$ cat src/dcp_map.vh
// Constants of the channel program interface: select codes, control word fields, I/O commands, FIFO size.
`ifndef DCP_MAP_VH
`define DCP_MAP_VH
`define DCP_CH1_LOW_SC 6'h02
`define DCP_CH2_LOW_SC 6'h03
`define DCP_CH1_HIGH_SC 6'h06
`define DCP_CH2_HIGH_SC 6'h07
`define DCP_CW_SC_MSB 5
`define DCP_CW_SC_LSB 0
`define DCP_CW_STC_BIT 15
`define DCP_CW_PACK_BIT 14
`define DCP_CW_CLC_BIT 13
`define DCP_MAR_DIR_BIT 15
`define DCP_CW_RESET 16'h0000
`define DCP_MAR_RESET 16'h0000
`define DCP_WCR_RESET 16'h0000
`define DCP_IO_OP_OUTPUT 3'h1
`define DCP_IO_OP_STC 3'h2
`define DCP_IO_OP_CLC 3'h3
`define DCP_IO_OP_STCC 3'h4
`define DCP_IO_OP_CLF 3'h5
`define DCP_FIFO_WIDTH 16
`define DCP_FIFO_DEPTH 8
`define DCP_FIFO_AW 3
`endif

$ cat src/dcp_fifo.v
// Small synchronous FIFO with valid and ready on both sides.
`timescale 1ns/100ps
module dcp_fifo #(
   parameter WIDTH = 16,
   parameter DEPTH = 8,
   parameter AW = 3
) (
   // Clock and reset.
   input wire clk_sys,
   input wire reset,
   // Filling side.
   input wire in_valid,
   output wire in_ready,
   input wire [WIDTH-1:0] in_data,
   // Draining side.
   output wire out_valid,
   input wire out_ready,
   output reg [WIDTH-1:0] out_data
);
   reg [WIDTH-1:0] mem [0:DEPTH-1];
   reg [AW:0] count_reg;
   reg [AW-1:0] wr_ptr_reg;
   reg [AW-1:0] rd_ptr_reg;
   reg out_valid_reg;
   wire do_write;
   wire do_read;
   wire [AW:0] depth_w;

   assign depth_w = DEPTH[AW:0];
   assign in_ready = (count_reg != depth_w);
   assign do_write = in_valid && in_ready;
   // Output register is refilled when empty or being drained.
   assign do_read = (count_reg != {(AW+1){1'b0}}) && (!out_valid_reg || out_ready);
   assign out_valid = out_valid_reg;

   always @(posedge clk_sys) begin
      if (do_write) begin
         mem[wr_ptr_reg] <= in_data;
      end
   end

   always @(posedge clk_sys) begin
      if (reset) begin
         count_reg <= {(AW+1){1'b0}};
         wr_ptr_reg <= {AW{1'b0}};
         rd_ptr_reg <= {AW{1'b0}};
         out_valid_reg <= 1'b0;
         out_data <= {WIDTH{1'b0}};
      end else begin
         if (do_write) begin
            wr_ptr_reg <= wr_ptr_reg + 1'b1;
         end
         if (do_read) begin
            rd_ptr_reg <= rd_ptr_reg + 1'b1;
            out_data <= mem[rd_ptr_reg];
            out_valid_reg <= 1'b1;
         end else if (out_ready) begin
            out_valid_reg <= 1'b0;
         end
         if (do_write && !do_read) begin
            count_reg <= count_reg + 1'b1;
         end else if (!do_write && do_read) begin
            count_reg <= count_reg - 1'b1;
         end
      end
   end
endmodule // dcp_fifo

$ cat src/dcp_channel.v
// One channel of the direct memory access program interface.
`timescale 1ns/100ps
`include "dcp_map.vh"
// Functional notes
// - Each channel instance runs fully independently; one or two may be fitted.
// - A channel serves exactly one peripheral on an ordinary I/O channel.
// - The peripheral is chosen only by the programmed control word.
// - The lower select code (2 or 3) reaches address and count registers.
// - Selector cleared by clear control: output to low code loads address.
// - Higher select code (6 or 7) takes control word and runs the channel.
// - Block completion sets the flag of the higher select code.
// - Flag raises interrupt when enabled; otherwise software polls with skip-if-flag-set.
// - Control word bits 5..0 hold the peripheral select code.
// - Bit 15 set: issue set-control-clear-flag to peripheral after every byte.
// - Bit 14 set: pack two 8-bit characters into each 16-bit word.
// - Bit 13 set: issue clear control to peripheral after the final byte.
// - Once started the channel completes the block without program help.
// - Set control to the lower code sets selector; next output loads count.
// - Address bit 15 selects direction: one input, zero output.
// - Set-control-clear-flag to higher code enables; service on each peripheral flag.
module dcp_channel #(
   parameter [5:0] LOW_SC = `DCP_CH1_LOW_SC,
   parameter [5:0] HIGH_SC = `DCP_CH1_HIGH_SC
) (
   // Clock and reset.
   input wire clk_sys,
   input wire reset,
   // Processor I/O instruction port.
   input wire [5:0] cpu_sc,
   input wire [2:0] cpu_op,
   input wire cpu_strobe,
   input wire [15:0] cpu_data,
   input wire int_enable,
   output reg flag_out,
   output reg irq_out,
   // Peripheral service request, from the flagged device.
   input wire [5:0] srq_sc,
   input wire srq,
   // Peripheral I/O command port.
   output reg [5:0] io_sc,
   output reg [2:0] io_op,
   output reg io_strobe,
   output reg [15:0] io_out_data,
   input wire [15:0] io_in_data,
   // Memory port.
   output reg mem_req,
   output reg mem_write,
   output reg [14:0] mem_addr,
   output reg [15:0] mem_wdata,
   input wire mem_ack,
   input wire [15:0] mem_rdata
);
   localparam [1:0] ST_IDLE = 2'h0;
   localparam [1:0] ST_WAIT = 2'h1;
   localparam [1:0] ST_MEM = 2'h2;
   localparam [1:0] ST_DONE = 2'h3;

   reg [15:0] cw_reg;
   reg [15:0] mar_reg;
   reg [15:0] wcr_reg;
   reg sel_reg;
   reg active_reg;
   reg [1:0] state_reg;
   reg half_reg;
   reg [7:0] hold_reg;
   reg fin_reg;
   // Words fetched for output that have not yet left towards the peripheral.
   reg [3:0] pend_reg;

   reg fifo_in_valid;
   reg [15:0] fifo_in_data;
   reg fifo_out_ready;
   wire fifo_in_ready;
   wire fifo_out_valid;
   wire [15:0] fifo_out_data;

   // Decoded strobes and control word fields.
   wire low_hit;
   wire high_hit;
   wire dir_in;
   wire pack;
   wire last_word;
   wire dev_srq;

   function hit;
      input [5:0] sc;
      input [5:0] code;
      begin
         hit = cpu_strobe && (sc == code);
      end
   endfunction

   assign low_hit = hit(cpu_sc, LOW_SC);
   assign high_hit = hit(cpu_sc, HIGH_SC);
   assign dir_in = mar_reg[`DCP_MAR_DIR_BIT];
   assign pack = cw_reg[`DCP_CW_PACK_BIT];
   // The count runs up from its two's complement, so ffff marks the last word.
   assign last_word = (wcr_reg == 16'hffff);
   // Only the peripheral named in the control word is serviced.
   assign dev_srq = srq && (srq_sc == cw_reg[`DCP_CW_SC_MSB:`DCP_CW_SC_LSB]);

   ////////////////////////////////////////////////////////////////////////////
   // Words buffered between the peripheral and memory.
   // Output words are fetched ahead; input words pass through and leave at the write.
   dcp_fifo #(
      .WIDTH(`DCP_FIFO_WIDTH),
      .DEPTH(`DCP_FIFO_DEPTH),
      .AW(`DCP_FIFO_AW)
   ) u_fifo (
      .clk_sys(clk_sys),
      .reset(reset),
      .in_valid(fifo_in_valid),
      .in_ready(fifo_in_ready),
      .in_data(fifo_in_data),
      .out_valid(fifo_out_valid),
      .out_ready(fifo_out_ready),
      .out_data(fifo_out_data)
   );

   ////////////////////////////////////////////////////////////////////////////
   // Programming through the two select codes.
   always @(posedge clk_sys) begin
      if (reset) begin
         cw_reg <= `DCP_CW_RESET;
         sel_reg <= 1'b0;
         flag_out <= 1'b0;
         irq_out <= 1'b0;
      end else begin
         if (high_hit && cpu_op == `DCP_IO_OP_OUTPUT) begin
            cw_reg <= cpu_data;
         end
         if (low_hit && cpu_op == `DCP_IO_OP_CLC) begin
            sel_reg <= 1'b0;
         end else if (low_hit && (cpu_op == `DCP_IO_OP_STC || cpu_op == `DCP_IO_OP_STCC)) begin
            sel_reg <= 1'b1;
         end
         // Completion wins over a clear arriving in the same cycle.
         if (state_reg == ST_DONE) begin
            flag_out <= 1'b1;
         end else if (high_hit && (cpu_op == `DCP_IO_OP_CLF || cpu_op == `DCP_IO_OP_STCC)) begin
            flag_out <= 1'b0;
         end
         // The interrupt follows the flag and rises with it on completion.
         irq_out <= int_enable && (flag_out || state_reg == ST_DONE);
      end
   end

   ////////////////////////////////////////////////////////////////////////////
   // Transfer engine.
   // Each peripheral command is one strobe; the next service waits until that
   // strobe is gone, so the peripheral has had time to drop its flag.
   always @(posedge clk_sys) begin
      if (reset) begin
         mar_reg <= `DCP_MAR_RESET;
         wcr_reg <= `DCP_WCR_RESET;
         active_reg <= 1'b0;
         state_reg <= ST_IDLE;
         half_reg <= 1'b0;
         hold_reg <= 8'h00;
         fin_reg <= 1'b0;
         pend_reg <= 4'h0;
         io_sc <= 6'h00;
         io_op <= 3'h0;
         io_strobe <= 1'b0;
         io_out_data <= 16'h0000;
         mem_req <= 1'b0;
         mem_write <= 1'b0;
         mem_addr <= 15'h0000;
         mem_wdata <= 16'h0000;
         fifo_in_valid <= 1'b0;
         fifo_in_data <= 16'h0000;
         fifo_out_ready <= 1'b0;
      end else begin
         io_strobe <= 1'b0;
         fifo_in_valid <= 1'b0;
         fifo_out_ready <= 1'b0;
         io_sc <= cw_reg[`DCP_CW_SC_MSB:`DCP_CW_SC_LSB];
         // Address and count are refused while a block is running.
         if (low_hit && cpu_op == `DCP_IO_OP_OUTPUT && !active_reg) begin
            if (sel_reg) begin
               wcr_reg <= cpu_data;
            end else begin
               mar_reg <= cpu_data;
            end
         end
         case (state_reg)
            ST_IDLE: begin
               half_reg <= 1'b0;
               fin_reg <= 1'b0;
               pend_reg <= 4'h0;
               if (high_hit && cpu_op == `DCP_IO_OP_STCC) begin
                  active_reg <= 1'b1;
                  state_reg <= ST_WAIT;
               end
            end
            ST_WAIT: begin
               // A strobe still on the wires means the flag seen now is stale;
               // no service or completion starts until the flag has had a cycle to drop.
               // Direction in: peripheral byte or word enters the buffer.
               if (dir_in && dev_srq && fifo_in_ready && !fin_reg && !io_strobe) begin
                  io_strobe <= 1'b1;
                  io_op <= cw_reg[`DCP_CW_STC_BIT] ? `DCP_IO_OP_STCC : `DCP_IO_OP_CLF;
                  if (pack && !half_reg) begin
                     hold_reg <= io_in_data[7:0];
                     half_reg <= 1'b1;
                  end else begin
                     fifo_in_valid <= 1'b1;
                     fifo_in_data <= pack ? {hold_reg, io_in_data[7:0]} : io_in_data;
                     half_reg <= 1'b0;
                     state_reg <= ST_MEM;
                  end
               end else if (!dir_in && dev_srq && fifo_out_valid && !io_strobe) begin
                  io_strobe <= 1'b1;
                  io_op <= `DCP_IO_OP_OUTPUT;
                  if (pack && !half_reg) begin
                     io_out_data <= {8'h00, fifo_out_data[15:8]};
                     half_reg <= 1'b1;
                  end else begin
                     io_out_data <= pack ? {8'h00, fifo_out_data[7:0]} : fifo_out_data;
                     fifo_out_ready <= 1'b1;
                     pend_reg <= pend_reg - 4'h1;
                     half_reg <= 1'b0;
                  end
               end else if (!dir_in && fin_reg && pend_reg == 4'h0 && !io_strobe) begin
                  // Last word has left and its trailing command has been issued.
                  state_reg <= ST_DONE;
               end else if (!dir_in && !fin_reg && fifo_in_ready && !fifo_out_valid) begin
                  state_reg <= ST_MEM;
               end
               // Follow each output with the control command from bit 15.
               if (io_strobe && io_op == `DCP_IO_OP_OUTPUT) begin
                  io_strobe <= 1'b1;
                  io_op <= cw_reg[`DCP_CW_STC_BIT] ? `DCP_IO_OP_STCC : `DCP_IO_OP_CLF;
               end
            end
            // One memory word per cycle request, held until acknowledged.
            ST_MEM: begin
               mem_req <= 1'b1;
               mem_write <= dir_in;
               mem_addr <= mar_reg[14:0];
               mem_wdata <= fifo_in_data;
               if (mem_req && mem_ack) begin
                  mem_req <= 1'b0;
                  mar_reg <= {mar_reg[15], mar_reg[14:0] + 15'h0001};
                  wcr_reg <= wcr_reg + 16'h0001;
                  if (!dir_in) begin
                     fifo_in_valid <= 1'b1;
                     fifo_in_data <= mem_rdata;
                     pend_reg <= pend_reg + 4'h1;
                  end else begin
                     // The written word leaves the buffer, so none is left for a later block.
                     fifo_out_ready <= 1'b1;
                  end
                  fin_reg <= last_word;
                  state_reg <= (dir_in && last_word) ? ST_DONE : ST_WAIT;
               end
            end
            // Block complete: the flag is set by the programming logic.
            ST_DONE: begin
               active_reg <= 1'b0;
               state_reg <= ST_IDLE;
               if (cw_reg[`DCP_CW_CLC_BIT]) begin
                  io_strobe <= 1'b1;
                  io_op <= `DCP_IO_OP_CLC;
               end
            end
            default: begin
               state_reg <= ST_IDLE;
            end
         endcase
      end
   end
   // Each channel is instanced separately, so two never share state.
endmodule // dcp_channel

$ cat config.mk
export PLATFORM = sky130hd
export DESIGN_NAME = dcp_channel
export DESIGN_NICKNAME = d
export VERILOG_FILES = /design/src/dcp_fifo.v /design/src/dcp_channel.v
export VERILOG_INCLUDE_DIRS = /design/src
export SDC_FILE = /design/constraint.sdc
export NUM_CORES = 1
export LEC_CHECK = 0
export ABC_CLOCK_PERIOD_IN_PS = 8300
export BUFFER_PORTS_ARGS = -buffer_cell sky130_fd_sc_hd__buf_2
export CAP_MARGIN = 20
export CORE_ASPECT_RATIO = 0.6
export CORE_MARGIN = 3
export CORE_UTILIZATION = 35
export CTS_CLUSTER_SIZE = 10
export DETAILED_ROUTE_END_ITERATION = 8
export PLACE_DENSITY_LB_ADDON = 0.2
export SETUP_SLACK_MARGIN = 0.2
export SYNTH_ARGS = -nofsm -noshare
export SYNTH_HDL_FRONTEND = slang
export SYNTH_SLANG_ARGS = --single-unit
$ cat constraint.sdc
create_clock -name clk_sys -period 8.3 [get_ports clk_sys]
set_input_delay 2.075 -clock clk_sys [delete_from_list [all_inputs] [get_ports clk_sys]]
set_output_delay 2.075 -clock clk_sys [all_outputs]
set_load 0.02 [all_outputs]
After elaboration in Yosys (flattened, before gate mapping)

Memories as Yosys holds them, arrays and structs flattened. A register that Yosys moved wholly into a read port is not among the register bits.
Cells that the tools add are included.

Memories kept: 1
Bits in registers: 156
Output and inout bits: 61
Bits in writable memories: 128

Mux-type cells: 69
Add/sub/neg operators: 8
Reduce and logical (&&, ||, !) cells: 66
Equal/unequal tests: 28
Bitwise operators: 1

Memory list:

| name       | depth | width | read ports | clocked after Yosys merged registers in | wr ports | line          | source |
|---|---|---|---|---|---|---|---|
| u_fifo.mem | 8     | 16    | 1          | 1                                       | 1        | dcp_fifo.v:20 | `reg [WIDTH-1:0] mem [0:DEPTH-1];` |

Operator list:

| operator                                             | count |
|---|---|
| 2-to-1 mux 16 bit                                    | 15 |
| logical AND 1 bit                                    | 32 |
| case mux 16 bit (2 select lines)                     | 1 |
| 2-to-1 mux 4 bit                                     | 7 |
| 2-to-1 mux 1 bit                                     | 25 |
| != test 2 bit (second input constant)                | 9 |
| adder 16 x 1 -> 16 bit (second input constant)       | 1 |
| equality test 16 bit (second input constant)         | 1 |
| 2-to-1 mux 2 bit                                     | 8 |
| nonzero test 2 bit                                   | 8 |
| adder 15 x 1 -> 15 bit (second input constant)       | 1 |
| 2-to-1 mux 3 bit                                     | 4 |
| != test 4 bit (second input constant)                | 3 |
| case mux 1 bit (2 select lines)                      | 6 |
| case mux 4 bit (3 select lines)                      | 1 |
| AND reduction 5 bit                                  | 2 |
| != test 3 bit (second input constant)                | 3 |
| AND reduction 3 bit                                  | 3 |
| adder 4 x 1 -> 4 bit (second input constant)         | 2 |
| zero test 1 bit                                      | 8 |
| case mux 2 bit (4 select lines)                      | 1 |
| subtractor 4 x 1 -> 4 bit (second input constant)    | 2 |
| adder 3 x 1 -> 3 bit (second input constant)         | 2 |
| equality test 3 x 1 -> 1 bit (second input constant) | 2 |
| 17 further kinds                                     | 25 |

Logic depth before layout (Yosys ltp)

Depth in word-level cells: 9
Depth in mapped cells: 13

Cells and area by module

A second synthesis with hierarchy kept.

Cells, all modules: 1,028
Area, all modules: 12,199.2 µm²

Modules (own cells, without submodules):

| module      | cells each | instances | area an instance (µm²) |
|---|---|---|---|
| dcp_channel | 714        | 1         | 6,271.0 |
| dcp_fifo    | 314        | 1         | 5,928.2 |

Worst setup path before layout

No wires, ideal clock.

Path type: input-to-reg
From: in cpu_sc[3]
To: reg wcr_reg[10]
Stages on the path: 9
Data required time: 8,179 ps
Setup slack: 4,643 ps
Setup time: 121 ps
Data arrival time: 3,536 ps
Buffers on the path: 3
Cells stage by stage: nor4b_2 and3_1 buf_2 nand4_2 nand2b_1 clkbuf_1 buf_2 o21ai_0 a21oi_1

Cells in the longest elaborated chain, start to end: 7

Ends and longest elaborated chain:

| what                                 | line              | source |
|---|---|---|
| from (decl)                          | dcp_channel.v:29  | `input wire [5:0] cpu_sc,` |
| equality test 6 x 2 -> 1 bit *       | dcp_channel.v:89  | `hit = cpu_strobe && (sc == code);` |
| logical AND 1 bit *                  | dcp_channel.v:89  |  |
| logical AND 1 bit (no source line) * | n/a               |  |
| logical AND 1 bit *                  | dcp_channel.v:179 | `` if (low_hit && cpu_op == `DCP_IO_OP_OUTPUT && !active_reg) begin `` |
| 2-to-1 mux 16 bit *                  | dcp_channel.v:179 |  |
| 2-to-1 mux 16 bit                    | dcp_channel.v:242 | `if (mem_req && mem_ack) begin` |
| 2-to-1 mux 16 bit *                  | dcp_channel.v:186 | `case (state_reg)` |
| to (signal assigned)                 | dcp_channel.v:155 | `` wcr_reg <= `DCP_WCR_RESET; `` |
| to (signal assigned)                 | dcp_channel.v:181 | `wcr_reg <= cpu_data;` |
| to (signal assigned)                 | dcp_channel.v:245 | `wcr_reg <= wcr_reg + 16'h0001;` |
| to (decl)                            | dcp_channel.v:60  | `reg [15:0] wcr_reg;` |

Every way passes the cells marked *; elsewhere a longest branch is shown, timed or not.
A chain may end at the register's enable or synchronous reset.

Final worst setup path

From: in srq_sc[0]
To: reg fifo_in_data[12]

Cells in the longest elaborated chain, start to end: 8

Ends and longest elaborated chain:

| what                                 | line              | source |
|---|---|---|
| from (decl)                          | dcp_channel.v:37  | `input wire [5:0] srq_sc,` |
| equality test 6 bit                  | dcp_channel.v:100 | `` assign dev_srq = srq && (srq_sc == cw_reg[`DCP_CW_SC_MSB:`DCP_CW_SC_LSB]); `` |
| logical AND 1 bit                    | dcp_channel.v:100 |  |
| logical AND 1 bit (4 in series)      | dcp_channel.v:200 | `if (dir_in && dev_srq && fifo_in_ready && !fin_reg && !io_strobe) begin` |
| != test 2 bit (no source line)       | n/a               |  |
| AND reduction 5 bit (no source line) | n/a               |  |
| to (signal assigned)                 | dcp_channel.v:208 | `fifo_in_data <= pack ? {hold_reg, io_in_data[7:0]} : io_in_data;` |
| to (signal assigned)                 | dcp_channel.v:248 | `fifo_in_data <= mem_rdata;` |
| to (decl)                            | dcp_channel.v:71  | `reg [15:0] fifo_in_data;` |

Every way passes these cells.

==> results.json <==
{
  "final_common_cell": "dfxtp_1",
  "rows": 52,
  "synth_compound_area_share_pct": 9.84,
  "path_max_fanout": 24,
  "swShare_pct": 27.5,
  "clk_pin_slew_ns": 0.05,
  "core_region_area_um2": 34100,
  "p_total_mw": 3.72,
  "ctsHoldBuffers": 0,
  "cts_tree": "done",
  "drt-total-wl_um": 31900,
  "synth_ff_type": "dfxtp_1",
  "syn-cell-area_um2": 12200,
  "viasPerCell": 5.19,
  "synth.top_cells.by_area": "edfxtp_1 (31%), dfxtp_1 (27%), mux2i_1 (7.7%)",
  "setup_slack_ns": 4.58,
  "final_cells": 1633,
  "antenna_found_initial": 0,
  "synth.avg_cell_area_um2": 11.9,
  "postRouteAntennaNets": 0,
  "final_layout_size_suffix_gt1_share_pct": 20.8,
  "worst-setup-path-type": "input port to register",
  "r2r_end": "wcr_reg[13]$_SDFF_PP0_",
  "drc_errors": 0,
  "gr-total-overflow": 0,
  "largest_reg_flops": 128,
  "startpoint_type": "input port",
  "p_int_mw": 2.70,
  "hold_viol_final": 0,
  "finalCriticalPeriod_ns": 3.72,
  "r2r_cells": 9,
  "synth_top_family_by_area": "multiplexers",
  "synthAdderAreaFrac_pct": 1.76,
  "wl_per_cell_um": 19.5,
  "place_hpwl_um": 21200,
  "cp.required_ns": 8.66,
  "tns_ns": 0,
  "synth_cell_types": 62,
  "grt_pass1_wl_um": 48600,
  "cp-startpoint": "srq_sc[0]",
  "clk_latency_ns": 0.52,
  "ys_seq_area_share_pct": 58.4,
  "vias": 8470,
  "cts_resized": 0,
  "dp_slack_ns": 4.04,
  "endpoint": "fifo_in_data[12]$_SDFFE_PP0P_",
  "antenna_cells": 0,
  "initial_utilization_pct": 35.9,
  "layout_common_cells": "dfxtp_1 (164), nor2_1 (130), buf_2 (128), edfxtp_1 (128), mux2i_1 (94)",
  "status": "finished, final reports clean",
  "seqPwrFrac_pct": 46.7,
  "syn_inst": 1030,
  "worst_hold_path_type": "register to register",
  "yosysTopAreaCell": "edfxtp_1",
  "fin_skew_ns": 0.0123,
  "rsz0062_at_grt": "false",
  "arrival_ns": 4.08,
  "worstMarginPinSlew_ns": 1.08,
  "combPwrFrac_pct": 16.3,
  "finalWeightedCongestion": 0.800,
  "cts_buffers": 35,
  "fin_crit_sh_pct": 44.8,
  "synth.area.mux_share_pct": 13.6,
  "grt_use_total_pct": 17.0,
  "pwr-share-clk_pct": 37.0,
  "switchingPower_mw": 1.02,
  "port_buffers": 129,
  "grt_max_degree": 89,
  "slew_violations": 0,
  "synth_edf_count": 128,
  "nets": 1238,
  "ys_ff_latch": 293,
  "grt_pass1_vias": 7887,
  "drtIter0Drc": 738,
  "crit_path_end_kind": "register",
  "htreeDepth": 2,
  "cts_setup_buffers": 0,
  "placed_cells_incl_taps": 1573,
  "yosys_warnings": 0,
  "die_width_um": 247,
  "yosys.area_share.simple_pct": 12.5,
  "clock_path_buffers": 3,
  "setup_viol": 0,
  "ios": 130,
  "drtPass1Iterations": 6,
  "cap_viol_max_count": 0,
  "cts_root_buffer": "clkbuf_16",
  "dieArea_um2": 37300,
  "regMostFlops": "u_fifo.mem",
  "max_freq_mhz": 269,
  "p_per_area_nw_per_um2": 259,
  "synth_xor_area_share_pct": 1.14,
  "fin_hold_ws_ns": 0.453,
  "cts_num_sinks": 293,
  "leakage_nw": 5.04,
  "yosysTopAreaCellShare_pct": 31.4,
  "synthToLayoutAreaGrowth_pct": 17.7,
  "reg2reg_slack_ns": 5.21,
  "synthArstFlopShare_pct": 0,
  "peakVddDrop_v": 0.000138,
  "die_y_um": 151,
  "synthesis.nets": 1115,
  "slew_headroom_pct": 27.6,
  "crit-reg2reg-launch": "state_reg[0]$_SDFFE_PP0P_"
}
[power groups by stage]
stage / registers, mW / logic [mW] / clock network [mW]
2_1_floorplan: 1.72 / 0.474 / 0
3_3_place_gp: 1.77 / 0.602 / 0
3_5_place_dp: 1.77 / 0.612 / 0
6_report: 1.74 / 0.608 / 1.38
5_1_grt: 1.76 / 0.677 / 1.48
4_1_cts: 1.74 / 0.615 / 1.41
[cell families after synthesis]
| logic type | Yosys count |
|---|---|
| AND/OR/NAND/NOR | 309 |
| buffers and inverters | 81 |
| flip-flops | 293 |
| AO/OA/AOI/OAI | 190 |
| multiplexers | 126 |
| adder cells (fa/ha/maj) | 16 |
| XOR/XNOR | 15 |
[metrics by stage]
step / utilization (%) / area [µm²]
floorplan: - / 12200
detailed placement: 39.2 / 13400
finish: 42.2 / 14400
global route: 42.2 / 14400
CTS: 42.1 / 14400
global placement: 39.2 / 13400
[critical path, cell delays in order]
cell	delay [ns]
buf_2	0.10
xnor2_1	0.18
nand4_2	0.21
o41ai_1	0.62
and2_1	0.21
buf_4	0.37
mux2i_1	0.24
nor2_1	0.05
[synth_stat cells, types with 3 or more instances]
library cell    n
dfxtp_1       165
nor2_1        130
edfxtp_1      128
mux2i_1        94
a21oi_1        77
nand2_1        57
clkbuf_1       41
o21ai_0        37
a211oi_1       32
mux4_2         32
inv_1          17
nand2b_1       15
ha_1           14
nand3_1        14
nor2b_1        14
nor3_1         14
buf_2          12
and3_1         11
nand3b_1       10
nor4_1         10
xnor2_1        10
a211oi_2        8
a31oi_1         8
buf_1           7
nor3b_1         7
and2_1          4
xor2_1          4
nand4_1         3
o211a_1         3
o211ai_1        3
or3_1           3
or4b_1          3
[worst min path at each step]
stage / from / endpoint / slack [ns] / cells after the start
6_report: cw_reg[15]$_SDFFE_PP0P_ / cw_reg[15]$_SDFFE_PP0P_ / 0.45 / 2
3_3_place_gp: cw_reg[15]$_SDFFE_PP0P_ / cw_reg[15]$_SDFFE_PP0P_ / 0.44 / 2
4_1_cts: cw_reg[15]$_SDFFE_PP0P_ / cw_reg[15]$_SDFFE_PP0P_ / 0.45 / 2
5_1_grt: cw_reg[15]$_SDFFE_PP0P_ / io_op[0]$_SDFFE_PP0P_ / 0.48 / 1
3_5_place_dp: cw_reg[15]$_SDFFE_PP0P_ / cw_reg[15]$_SDFFE_PP0P_ / 0.45 / 2
2_1_floorplan: cw_reg[15]$_SDFFE_PP0P_ / io_op[0]$_SDFFE_PP0P_ / 0.43 / 1
[layout make-up]
type / count / area (µm²)
Clock buffer: 55 / 972
Clock inverter: 3 / 31.3
Fill cell: 3225 / 19700
Inverter: 17 / 63.8
Multi-Input combinational cell: 656 / 4780
Sequential cell: 293 / 7150
Tap cell: 459 / 574
Timing Repair Buffer: 150 / 821
[metal layers]
metal / track usage, % / part of all wire [%] / vias up
li1: - / - / 4049
met1: 28.1 / 52 / 4111
met2: 22.2 / 40 / 281
met3: 3.64 / 7.2 / 29
met4: 3.32 / 0.98 / 0
met5: 0 / 0 / -
(Power assumes the default switching activity.)
